==> src/common/mode_defaults_pkg.sv <==
package mode_defaults_pkg;

  // Clock
  localparam int CLK_PERIOD_NS = 10;

  // Operating modes as committed by the mode state machine
  typedef enum logic [2:0] {
    MODE_OFF      = 3'h0,
    MODE_STANDBY  = 3'h1,
    MODE_NORMAL   = 3'h3,
    MODE_SLEEP    = 3'h2,
    MODE_OVERTEMP = 3'h6,
    MODE_RESET    = 3'h7
  } op_mode_t;

  // Internal phase after power-on
  typedef enum logic [1:0] {
    PH_INIT = 2'h0,
    PH_OFF  = 2'h1,
    PH_RUN  = 2'h3
  } phase_t;

  // Mode control codes
  localparam logic [2:0] MC_POWER_ON = 3'h4;
  localparam logic [2:0] MC_STANDBY  = 3'h4;
  localparam logic [2:0] MC_NORMAL   = 3'h7;
  localparam logic [2:0] MC_SLEEP    = 3'h1;
  localparam logic [2:0] MC_RESET    = 3'h4;

  // Field load values
  localparam logic [3:0] NWP_DEFAULT   = 4'h4;
  localparam logic [1:0] RCC_CLEARED   = 2'h0;
  localparam logic [1:0] RCC_ONE       = 2'h1;
  localparam logic [1:0] RCC_LIMP      = 2'h3;
  localparam logic [4:0] RSS_POWER_ON  = 5'h00;
  localparam logic [4:0] RSS_OVERTEMP  = 5'h12;
  localparam logic [2:0] WMC_SW_DEV    = 3'h1;
  localparam logic [2:0] WMC_DEFAULT   = 3'h2;
  localparam logic [1:0] MAIN_REG_THRESHOLD_FIXED   = 2'h0;

  // Non-volatile configuration, presented continuously
  typedef struct packed {
    logic [1:0] restart_limit_cfg;
    logic       sw_dev_mode_cfg;
    logic       sleep_allow_cfg;
    logic       forced_normal_cfg;
    logic [1:0] main_reg_threshold_startup;
    logic [1:0] aux_supply_startup_cfg;
  } nv_cfg_t;

  // Live hardware state, arriving from outside the clock domain
  typedef struct packed {
    logic       overtemp_warn_status;
    logic       sw_dev_mode_status;
    logic       main_reg_status;
    logic       supply_voltage_status;
    logic       watchdog_status;
    logic [1:0] aux_supply_status;
    logic       can_tx_status;
    logic       nonvolatile_programmed_status;
    logic       nv_write_counter_status;
  } live_status_t;

  // Fields that software reads and writes
  typedef struct packed {
    logic [2:0] operating_mode_select;
    logic [3:0] watchdog_period_sel;
    logic [2:0] watchdog_mode_sel;
    logic       limp_home_ctrl;
    logic [1:0] main_reg_threshold;
    logic [1:0] supply_ctrl;
    logic       system_event_enable;
    logic       overtemp_warn_enable;
    logic       spi_failure_enable;
    logic       wake_fall_enable;
    logic       wake_rise_enable;
    logic       pn_data_mask_enable;
    logic       pn_config_valid;
  } ctrl_fields_t;

  // Fields that software only reads, except power_on_flag, which sw_po_clear clears
  typedef struct packed {
    logic         normal_entered_flag;
    logic [1:0]   reset_event_counter;
    logic [4:0]   reset_cause_code;
    logic         power_on_flag;
    nv_cfg_t      nv_cfg;
    live_status_t live;
  } status_fields_t;

  localparam ctrl_fields_t CTRL_POWER_ON = '{
    operating_mode_select: MC_POWER_ON,
    watchdog_period_sel:   NWP_DEFAULT,
    watchdog_mode_sel:     WMC_DEFAULT,
    limp_home_ctrl:        1'b0,
    main_reg_threshold:    MAIN_REG_THRESHOLD_FIXED,
    supply_ctrl:           2'h0,
    system_event_enable:   1'b1,
    overtemp_warn_enable:  1'b0,
    spi_failure_enable:    1'b0,
    wake_fall_enable:      1'b0,
    wake_rise_enable:      1'b0,
    pn_data_mask_enable:   1'b1,
    pn_config_valid:       1'b0
  };

endpackage

==> src/logic/status_sync.sv <==
module status_sync
  import mode_defaults_pkg::*;
#(
  parameter int W = 1
) (
  // Clock and reset
  input  wire logic         mclk,
  input  wire logic         rstn,
  // Levels from outside the domain
  input  wire logic [W-1:0] async_in,
  // Filtered levels
  output logic      [W-1:0] sync_out
);

  genvar i;
  generate
    for (i = 0; i < W; i++) begin : g_bit
      logic s1_reg, s2_reg, s3_reg, out_reg;
      logic out_next;

      // A change counts only once the two later stages agree
      always_comb begin
        out_next = (s2_reg == s3_reg) ? s3_reg : out_reg;
      end

      always_ff @(posedge mclk or negedge rstn) begin
        if (!rstn) begin
          s1_reg  <= 1'b0;
          s2_reg  <= 1'b0;
          s3_reg  <= 1'b0;
          out_reg <= 1'b0;
        end else begin
          s1_reg  <= async_in[i];
          s2_reg  <= s1_reg;
          s3_reg  <= s2_reg;
          out_reg <= out_next;
        end
      end

      assign sync_out[i] = out_reg;
    end
  endgenerate

endmodule

==> src/logic/limp_delay_timer.sv <==
module limp_delay_timer
  import mode_defaults_pkg::*;
#(
  parameter int CYCLES = 1
) (
  // Clock and reset
  input  wire logic mclk,
  input  wire logic rstn,
  // Control
  input  wire logic restart,
  input  wire logic run,
  // Result
  output logic      expired
);

  localparam int CW = $clog2(CYCLES + 2);
  localparam logic [CW-1:0] LIMIT = CW'(CYCLES);

  logic [CW-1:0] count_reg, count_next;
  logic          expired_reg, expired_next;

  // Saturates so a long stay cannot wrap back below the delay
  always_comb begin
    count_next   = count_reg;
    expired_next = expired_reg;
    if (restart) begin
      count_next   = '0;
      expired_next = 1'b0;
    end else if (run) begin
      if (count_reg > LIMIT) begin
        expired_next = 1'b1;
      end else begin
        count_next = count_reg + CW'(1);
      end
    end
  end

  always_ff @(posedge mclk or negedge rstn) begin
    if (!rstn) begin
      count_reg   <= '0;
      expired_reg <= 1'b0;
    end else begin
      count_reg   <= count_next;
      expired_reg <= expired_next;
    end
  end

  assign expired = expired_reg;

endmodule

==> src/logic/mode_register_defaults.sv <==
module mode_register_defaults
  import mode_defaults_pkg::*;
#(
  parameter bit       V1_IS_5V      = 1'b1,
  parameter bit       HAS_PN        = 1'b1,
  parameter int       LIMP_DELAY_NS = 100000,
  parameter bit [2:0] FNM_WDOG_MODE = 3'h1
) (
  // Clock and reset
  input  wire logic           mclk,
  input  wire logic           rstn,
  // Mode state machine
  input  wire logic           mode_enter,
  input  wire op_mode_t       mode_new,
  input  wire logic [4:0]     reset_source,
  // Host access
  input  wire logic           spi_active,
  input  wire logic           sw_wr,
  input  wire ctrl_fields_t   sw_wdata,
  input  wire logic           sw_po_clear,
  // Non-volatile memory and hardware state
  input  wire nv_cfg_t        nv_cfg,
  input  wire live_status_t   live_async,
  // Register contents
  output ctrl_fields_t        ctrl_out,
  output status_fields_t      status_out,
  output op_mode_t            mode_out,
  output logic                spi_discard
);

  localparam int LIMP_CYCLES_RAW = (LIMP_DELAY_NS + CLK_PERIOD_NS - 1) / CLK_PERIOD_NS;
  localparam int LIMP_CYCLES     = (LIMP_CYCLES_RAW < 1) ? 1 : LIMP_CYCLES_RAW;
  localparam int LIVE_W          = $bits(live_status_t);

  ////////////////////////////////////////////////////////////////////////////////
  // Synchronised hardware state and limp delay

  live_status_t   live;
  logic           limp_expired;
  logic           in_limp_mode;

  // Field state, declared here because the limp timer control reads the mode
  phase_t         phase_reg, phase_next;
  op_mode_t       mode_reg, mode_next;
  ctrl_fields_t   ctrl_reg, ctrl_next;
  status_fields_t stat_reg, stat_next;
  logic           discard_reg, discard_next;

  status_sync #(
    .W (LIVE_W)
  ) u_status_sync (
    .mclk     (mclk),
    .rstn     (rstn),
    .async_in (live_async),
    .sync_out (live)
  );

  assign in_limp_mode = (mode_reg == MODE_OVERTEMP) || (mode_reg == MODE_RESET);

  limp_delay_timer #(
    .CYCLES (LIMP_CYCLES)
  ) u_limp_delay_timer (
    .mclk    (mclk),
    .rstn    (rstn),
    .restart (mode_enter),
    .run     (in_limp_mode),
    .expired (limp_expired)
  );

  ////////////////////////////////////////////////////////////////////////////////
  // Field state

  always_comb begin
    phase_next   = phase_reg;
    mode_next    = mode_reg;
    ctrl_next    = ctrl_reg;
    stat_next    = stat_reg;
    discard_next = 1'b0;

    unique case (phase_reg)
      // Power-on values that depend on straps are caught one cycle after release
      PH_INIT: begin
        ctrl_next.main_reg_threshold = V1_IS_5V ? nv_cfg.main_reg_threshold_startup : MAIN_REG_THRESHOLD_FIXED;
        ctrl_next.supply_ctrl = nv_cfg.aux_supply_startup_cfg;
        ctrl_next.watchdog_mode_sel = nv_cfg.sw_dev_mode_cfg ? WMC_SW_DEV : WMC_DEFAULT;
        phase_next = PH_OFF;
      end
      PH_OFF: begin
        if (mode_enter) begin
          phase_next = PH_RUN;
        end
      end
      PH_RUN: begin
        phase_next = PH_RUN;
      end
    endcase

    // host write loses to mode update
    if (sw_wr && !mode_enter && (phase_reg != PH_INIT)) begin
      ctrl_next = sw_wdata;
      if (!HAS_PN) begin
        ctrl_next.pn_data_mask_enable = 1'b0;
        ctrl_next.pn_config_valid     = 1'b0;
      end
      if (!V1_IS_5V) begin
        ctrl_next.main_reg_threshold = MAIN_REG_THRESHOLD_FIXED;
      end
    end

    if (sw_po_clear) begin
      stat_next.power_on_flag = 1'b0;
    end

    // updates land in the commit cycle
    if (mode_enter) begin
      mode_next = mode_new;
      discard_next = spi_active;
      // fields not named below keep their value
      unique case (mode_new)
        MODE_STANDBY: begin
          ctrl_next.operating_mode_select = MC_STANDBY;
        end
        MODE_NORMAL: begin
          ctrl_next.operating_mode_select = MC_NORMAL;
          if (nv_cfg.forced_normal_cfg) begin
            ctrl_next.watchdog_mode_sel = FNM_WDOG_MODE;
          end else begin
            stat_next.normal_entered_flag = 1'b0;
          end
        end
        MODE_SLEEP: begin
          ctrl_next.operating_mode_select = MC_SLEEP;
        end
        MODE_OVERTEMP: begin
          ctrl_next.watchdog_period_sel = NWP_DEFAULT;
          stat_next.reset_cause_code = RSS_OVERTEMP;
        end
        MODE_RESET: begin
          ctrl_next.operating_mode_select = MC_RESET;
          ctrl_next.watchdog_period_sel = NWP_DEFAULT;
          stat_next.reset_event_counter = stat_reg.reset_event_counter + RCC_ONE;
          stat_next.reset_cause_code = reset_source;
          ctrl_next.watchdog_mode_sel = nv_cfg.sw_dev_mode_cfg ? WMC_SW_DEV : WMC_DEFAULT;
        end
        default: begin
          ctrl_next.operating_mode_select = MC_POWER_ON;
        end
      endcase
    end

    if ((mode_reg == MODE_OVERTEMP) && limp_expired && !mode_enter) begin
      ctrl_next.limp_home_ctrl = 1'b1;
    end
    // reset limp on count or delay
    if ((mode_reg == MODE_RESET) && !mode_enter &&
        ((stat_reg.reset_event_counter == RCC_LIMP) || limp_expired)) begin
      ctrl_next.limp_home_ctrl = 1'b1;
    end

    stat_next.nv_cfg = nv_cfg;

    // zero until first mode entry, live afterwards; can_tx_status only in MODE_NORMAL, two nonvolatile bits always live
    if (phase_next == PH_RUN) begin
      stat_next.live = live;
    end else begin
      stat_next.live = '0;
    end
    stat_next.live.can_tx_status = (phase_next == PH_RUN) && (mode_next == MODE_NORMAL) &&
                                   live.can_tx_status;
    stat_next.live.nonvolatile_programmed_status = live.nonvolatile_programmed_status;
    stat_next.live.nv_write_counter_status       = live.nv_write_counter_status;
  end

  ////////////////////////////////////////////////////////////////////////////////
  // Registers

  always_ff @(posedge mclk or negedge rstn) begin
    if (!rstn) begin
      phase_reg   <= PH_INIT;
      mode_reg    <= MODE_OFF;
      ctrl_reg    <= CTRL_POWER_ON;
      if (!HAS_PN) begin
        ctrl_reg.pn_data_mask_enable <= 1'b0;
      end
      stat_reg.normal_entered_flag <= 1'b1;
      stat_reg.reset_event_counter <= RCC_CLEARED;
      stat_reg.reset_cause_code    <= RSS_POWER_ON;
      stat_reg.power_on_flag       <= 1'b1;
      stat_reg.nv_cfg              <= '0;
      stat_reg.live                <= '0;
      discard_reg <= 1'b0;
    end else begin
      phase_reg   <= phase_next;
      mode_reg    <= mode_next;
      ctrl_reg    <= ctrl_next;
      stat_reg    <= stat_next;
      discard_reg <= discard_next;
    end
  end

  assign ctrl_out    = ctrl_reg;
  assign status_out  = stat_reg;
  assign mode_out    = mode_reg;
  assign spi_discard = discard_reg;

endmodule

==> config.mk <==
export PLATFORM = sky130hd
export DESIGN_NAME = mode_register_defaults
export DESIGN_NICKNAME = d
export VERILOG_FILES = /design/src/common/mode_defaults_pkg.sv /design/src/logic/status_sync.sv /design/src/logic/limp_delay_timer.sv /design/src/logic/mode_register_defaults.sv
export SDC_FILE = /design/constraint.sdc
export NUM_CORES = 1
export LEC_CHECK = 0
export ABC_CLOCK_PERIOD_IN_PS = 2400
export BUFFER_PORTS_ARGS = -buffer_cell sky130_fd_sc_hd__buf_2
export CAP_MARGIN = 20
export CORE_MARGIN = 2
export CORE_UTILIZATION = 52
export DETAILED_ROUTE_END_ITERATION = 6
export GPL_ROUTABILITY_DRIVEN = 0
export PLACE_DENSITY = 0.81
export RECOVER_POWER = 50
export REMOVE_ABC_BUFFERS = 1
export SYNTH_ARGS = -nofsm -noshare
export SYNTH_HDL_FRONTEND = slang
export SYNTH_SLANG_ARGS = --single-unit
==> constraint.sdc <==
create_clock -name mclk -period 2.4 [get_ports mclk]
set_clock_uncertainty 0.1 [all_clocks]
set_input_delay 0.12 -clock mclk [delete_from_list [all_inputs] [get_ports mclk]]
set_output_delay 0.12 -clock mclk [all_outputs]
set_load 0.02 [all_outputs]
**Yosys cells after proc, flatten, opt, wreduce, memory -nomap -nowiden**

Cells that the tools add are included.

- Flip-flop bits (word level): 111
- Input bits: 55
- Output and inout port bits: 54
- Word-level logic and storage cells: 150

- Add/subtract/negate cells: 2
- $lt $le $gt $ge: 1
- Equal/unequal tests: 22
- Multiplexer cells: 23
- Bitwise gates (word level): 1
- Reduce and logical (&&, ||, !) cells: 24

Operators with widths:

| cell | number |
|---|---|
| $mux W14 | 3 |
| $mux W22 | 1 |
| $mux W10 | 2 |
| $add A14 B1 Y14 const B | 1 |
| $gt A14 B14 Y1 const B | 1 |
| $eq A3 B3 Y1 const B | 4 |
| $eq A1 B1 Y1 | 10 |
| $pmux W5 S2 | 1 |
| $reduce_bool A2 Y1 | 5 |
| $eq A3 B2 Y1 const B | 3 |
| $mux W3 | 3 |
| $pmux W3 S3 | 1 |
| $logic_and A1 B1 Y1 | 8 |
| $mux W4 | 2 |
| $reduce_and A2 Y1 | 4 |
| $eq A2 B2 Y1 const B | 3 |
| $mux W1 | 6 |
| $pmux W2 S3 | 1 |
| $pmux W3 S2 | 1 |
| $mux W2 | 2 |
| $reduce_and A3 Y1 | 1 |
| $reduce_bool A3 Y1 | 1 |
| $add A2 B1 Y2 const B | 1 |
| $eq A2 B1 Y1 const B | 1 |
| 6 further kinds | 7 |

**Depth between registers and ports, before layout**

- Depth in word-level cells: 7
- Mapped depth: 7
- Mapped depth without buffers: 7

**Cells and area by module**

A second synthesis with hierarchy kept.

- Cell total of the unflattened synthesis: 353
- Area total of the unflattened synthesis: 4344.2 µm²

Modules (own cells, without submodules):

| module | instances | cells each | area each (µm²) | sequential area each (µm²) |
|---|---|---|---|---|
| mode_register_defaults | 1 | 186 | 2139.6 | 1410.1 |
| status_sync | 1 | 60 | 1188.6 | 1001.0 |
| limp_delay_timer | 1 | 107 | 1016.0 | 375.4 |

**Least setup slack after synthesis**

No wires, ideal clock.

- Path type: reg2reg
- From: reg u_limp_delay_timer.count_reg[0]
- To: reg u_limp_delay_timer.count_reg[5]
- Library setup time: 78 ps
- Data arrival time: 1800 ps
- Required time: 2222 ps
- Path slack: 422 ps
- Stages on the path, launching flop included: 8
- Clock period less this slack: 1978 ps
- Path through: dfrtp_1 -> inv_1 -> ha_1 -> or3b_4 -> a21boi_4 -> o21ai_1 -> or4_1 -> a21oi_1

- Cells in the longest elaborated chain, start to end: 4

RTL lines:

| element | line | RTL |
|---|---|---|
| from (decl) | limp_delay_timer.sv:19 | `logic [CW-1:0] count_reg, count_next;` |
| from (signal assigned) | limp_delay_timer.sv:43 | `count_reg <= count_next;` |
| $add A14 B1 Y14 | limp_delay_timer.sv:33 | `count_next = count_reg + CW'(1);` |
| $mux W14 | limp_delay_timer.sv:30 | `if (count_reg > LIMIT) begin` |
| $mux W14 | limp_delay_timer.sv:29 | `end else if (run) begin` |
| $mux W14 | limp_delay_timer.sv:26 | `if (restart) begin` |

Parallel ways exist; a longest one is shown, timed or not. The select of a mux whose other input is x is not followed.
A chain may end at the register's enable or synchronous reset.

**Final worst setup path**

Ends and elaborated chain as after synthesis.

==> impl.org <==
** Place
- Once detailed placement completed, the half-perimeter wirelength came to 5370 um.
- During placement, the flow inserted port buffers numbering 108.
- Summing all placed instances gives a cell area of between 4000 and 5000 um^2.

** Logic synthesis
- Yosys warning count :: 0
- Post-synth cell types :: 50
- Summing every instance area after synthesis gives ~4000 um^2.
- Average size of a mapped cell :: between 10 and 15 um^2
- Post-synthesis cell count :: roughly 300
- EDFF count, synth :: 0
- Most used flip-flop cell after synthesis :: dfrtp_1
- Of all flip-flops after synthesis, the portion carrying an async set or reset was 100%.
- Sequential cell area fraction in the yosys report :: between 60 and 70%
- The synthesized design contains ~110 register bits.

** Power and ir drop
- Pwr/cell area :: about 710 nW/um^2
- Worst VDD drop :: ~0.42 mV
- Pleak :: between 2 and 3 nW

** Cells and area
- Share of post-route cells with drive strength above 1 :: between 30% and 40%
- For this run, the post-layout net count is between 500 and 600.
- The library cell used most frequently in the layout, excluding fill and tap cells, is dfrtp_1.
- The register with the most flip-flops in the layout has 28 of them.
- Fillers :: approximately 500
- In the final layout, the multi-input gates occupy between 1000 and 1500 um^2.
- 0 antenna diodes ended up in the layout.
- From synthesis to final layout, the design area changed by 35.1%.
- In the layout the commonest cells are dfrtp_1 (104), buf_2 (101), dlygate4sd3_1 (53).
- The sequential cells in the finished layout cover a total of 2790 um^2.
- Post-route cell area :: around 5500 um^2

** STA
- Maximum operating frequency :: between 0.4 and 0.5 GHz
- Across all hold checks on the routed design, the worst slack comes to roughly 0.023 ns.
- For the finished layout, the period the worst path requires is approximately 2.2 ns.
- Adding up every negative setup slack in the final design gives 0 ns.
- Actual slew at the worst max-slew pin :: around 1 ns
- Setup violations remaining at the end of the flow were counted as 0.
- Final Hold Viols :: 0
- Fin. max-slew vios :: 0
- Measured against its own limit, the worst slew margin works out to between 30% and 40%.
- Setup repair after global routing left no endpoint under its margin.
- Final period util :: between 90% and 100%

** Floorplan
- Site Rows :: 32
- Die footprint :: about 8500 um^2
- The floorplan step set the die height to 92.1 um.
- For this configuration, the core starts out at a cell density of approximately 53%.
- Horizontal die dimension :: just over 90 um
- 109 I/O pins were placed.
- Area of the core :: between 7000 and 8000 um^2

** Clock network
- The later pin in the worst-skew pair is clocked with a latency of 0.37 ns.
- The clock drives between 100 and 150 sinks.
- The root buffer cell chosen for the clock tree is clkbuf_8.
- Clk buf depth :: 2
- # resized after CTS :: 0
- Clock slew at the register clock pins of the worst setup and hold paths :: roughly 0.11 ns
- Number of buffers created by CTS :: 9
- TritonCTS built the clock tree.
- The H-tree was split into 3 levels.

** Drt
- Dividing the detail-routed via count by the number of cells gives between 5 and 6.
- For this block, the via count after detailed routing is approximately 2900.
- The routed design has ~8700 um of wire.
- Once detail routing completed, the nets flagged for antenna violations numbered 0.
- In this run, the number of DRC markers left after iteration 0 of detailed routing was around 170.
- Initial DRT Pass Iterations :: 4
- For this run, design rule violations remaining after detail routing come to 0.
- Average detailed-routed wire length per instance :: around 15 um

** Global routing
- After global routing the overflow that remains totals 0.
- The number of global-route vias before repair was roughly 3000.
- The initial antenna violation count was 0.
- Global routing used between 20% and 30% of the available tracks across all layers.
- Global-route wire length before repair :: about 14000 um
- Entering global routing, the biggest net connects 58 pins.

** Setup path
- In this run the worst path has a maximum fanout of 5.
- Largest stage delay on the critical path :: approximately 0.44 ns
- Critical path's slowest cell :: or4_1
- Critical setup path kind :: flop to flop
- Cell-by-cell listing of the critical path :: inv_1 -> ha_1 -> or3b_4 -> a21boi_4 -> o21ai_1 -> or4_1 -> a21oi_1
- Reg2Reg Depth :: 7
- Broken down by cell family, the worst path's largest delay share belongs to simple AND/OR/NAND/NOR gates.
- The number of buffers and inverters on the critical path is 1.
- Worst R2R Start :: u_limp_delay_timer.count_reg[0]$_DFFE_PN0P_
- The worst setup path is captured at a flop.
- At the worst endpoint, the arrival time is 2.38 ns.
- Reg-to-reg critical path endpoint :: u_limp_delay_timer.count_reg[5]$_DFFE_PN0P_
- Element type at the critical path start :: flop
- STA puts the critical path data required time at 2.59 ns.
- Worst-case register-to-register setup slack :: 0.21 ns

** Run status
- The flow ran to the end, and the final reports show no timing, DRC or antenna violations.

** Min path
- The worst hold path was traced through 3 stages.
- In this run the most critical hold path is launched from sw_wdata[19].
- WHS Endpoint :: ctrl_out[19]$_DFF_PN0_
- Hold Path Class :: input port to flop

** Flow run
- The tool flagged a number of max-cap violations equal to 0.
[Yosys cell counts, types with 2 or more instances]
cell type    n  area share, %
xnor2_1      6            1.3
clkbuf_1     6           0.56
or4_1        2           0.37
and2_1       8            1.2
ha_1         3           0.93
and3_1       2           0.31
o21ai_0     14            1.7
nor2_1      19            1.8
dfrtp_1    104             64
a31oi_1      2           0.31
dfstp_2      7            4.6
o31ai_1      3           0.56
mux2i_1     15            3.7
maj3_1      10            2.5
mux2_2      12            3.3
a21oi_1      8           0.99
buf_2        2           0.25
nor4_1       2           0.31
nor2b_1      2           0.31
or3_1        2           0.31
nand3_1     10            1.2
inv_1        8           0.74
nor3_1       4           0.50
xor2_1       3           0.65
nand2_1     18            1.7
[final cells by class]
class	instances	area share, %
Clock buffer	11	2.59
Tap cell	102	2.34
Sequential cell	111	51.1
Multi-Input combinational cell	170	21.8
Inverter	8	0.550
Timing Repair Buffer	169	20.8
Clock inverter	5	0.848
[through the flow]
step           power (W)  instances  worst slack [ns]  utilization, %
4_1_cts          0.00389        576             0.226            71.9
5_1_grt          0.00406        576             0.109            71.7
3_3_place_gp     0.00274        507             0.381            62.5
6_report         0.00386        576             0.212            71.7
3_5_place_dp     0.00276        507             0.299            62.5
2_1_floorplan    0.00248        289             0.422               -
[report_power, final]
part	switching (W)	leakage (nW)	total (W)	internal, W
logic	0.000382	1.14	0.000675	0.000292
clock network	0.000631	0.0968	0.00106	0.000428
registers	0.0000887	1.35	0.00213	0.00204
total	0.00110	2.59	0.00386	0.00276
[kinds of logic (layout without fill, tap and decap cells)]
kind of cell / Yosys count / in the layout / share of synthesized area (%)
multiplexers: 27 / 27 / 7.06
AO/OA/AOI/OAI: 39 / 39 / 6.47
flip-flops: 111 / 111 / 69.0
XOR/XNOR: 9 / 9 / 1.95
adder cells (fa/ha/maj): 13 / 13 / 3.41
buffers and inverters: 16 / 193 / 1.55
other: 1 / 1 / 0.0928
AND/OR/NAND/NOR: 81 / 81 / 10.5
[worst reg2reg max path, stage by stage (launching register included)]
cell	delay [ns]
dfrtp_1	0.43
inv_1	0.11
ha_1	0.14
or3b_4	0.39
a21boi_4	0.19
o21ai_1	0.13
or4_1	0.44
a21oi_1	0.17
[routing by layer]
metal | wire length (um) | track usage (%) | vias up
met4 | 202 | 9.08 | 0
met2 | 4510 | 39.2 | 96
met3 | 442 | 5.42 | 18
li1 | - | - | 1367
met5 | 0 | 0 | -
met1 | 3580 | 25.8 | 1414
[worst max-delay path by stage]
stage / endpoint / slack (ns) / startpoint / cells past startpoint
6_report: u_limp_delay_timer.count_reg[5]$_DFFE_PN0P_ / 0.21 / u_limp_delay_timer.count_reg[0]$_DFFE_PN0P_ / 7
5_1_grt: u_limp_delay_timer.count_reg[11]$_DFFE_PN0P_ / 0.11 / mode_enter / 7
4_1_cts: u_limp_delay_timer.count_reg[5]$_DFFE_PN0P_ / 0.23 / u_limp_delay_timer.count_reg[0]$_DFFE_PN0P_ / 7
3_5_place_dp: u_limp_delay_timer.count_reg[5]$_DFFE_PN0P_ / 0.30 / u_limp_delay_timer.count_reg[0]$_DFFE_PN0P_ / 7
3_3_place_gp: u_limp_delay_timer.count_reg[3]$_DFFE_PN0P_ / 0.38 / u_limp_delay_timer.count_reg[0]$_DFFE_PN0P_ / 7
2_1_floorplan: u_limp_delay_timer.count_reg[5]$_DFFE_PN0P_ / 0.42 / u_limp_delay_timer.count_reg[0]$_DFFE_PN0P_ / 7
[timing repair]
item | CTS | global route
buffers inserted | 0 | 0
setup endpoints to repair | 0 | 0
hold buffers | 53 | 0
hold endpoints to repair | 158 | 0
Power figures use the tool's default switching activity.
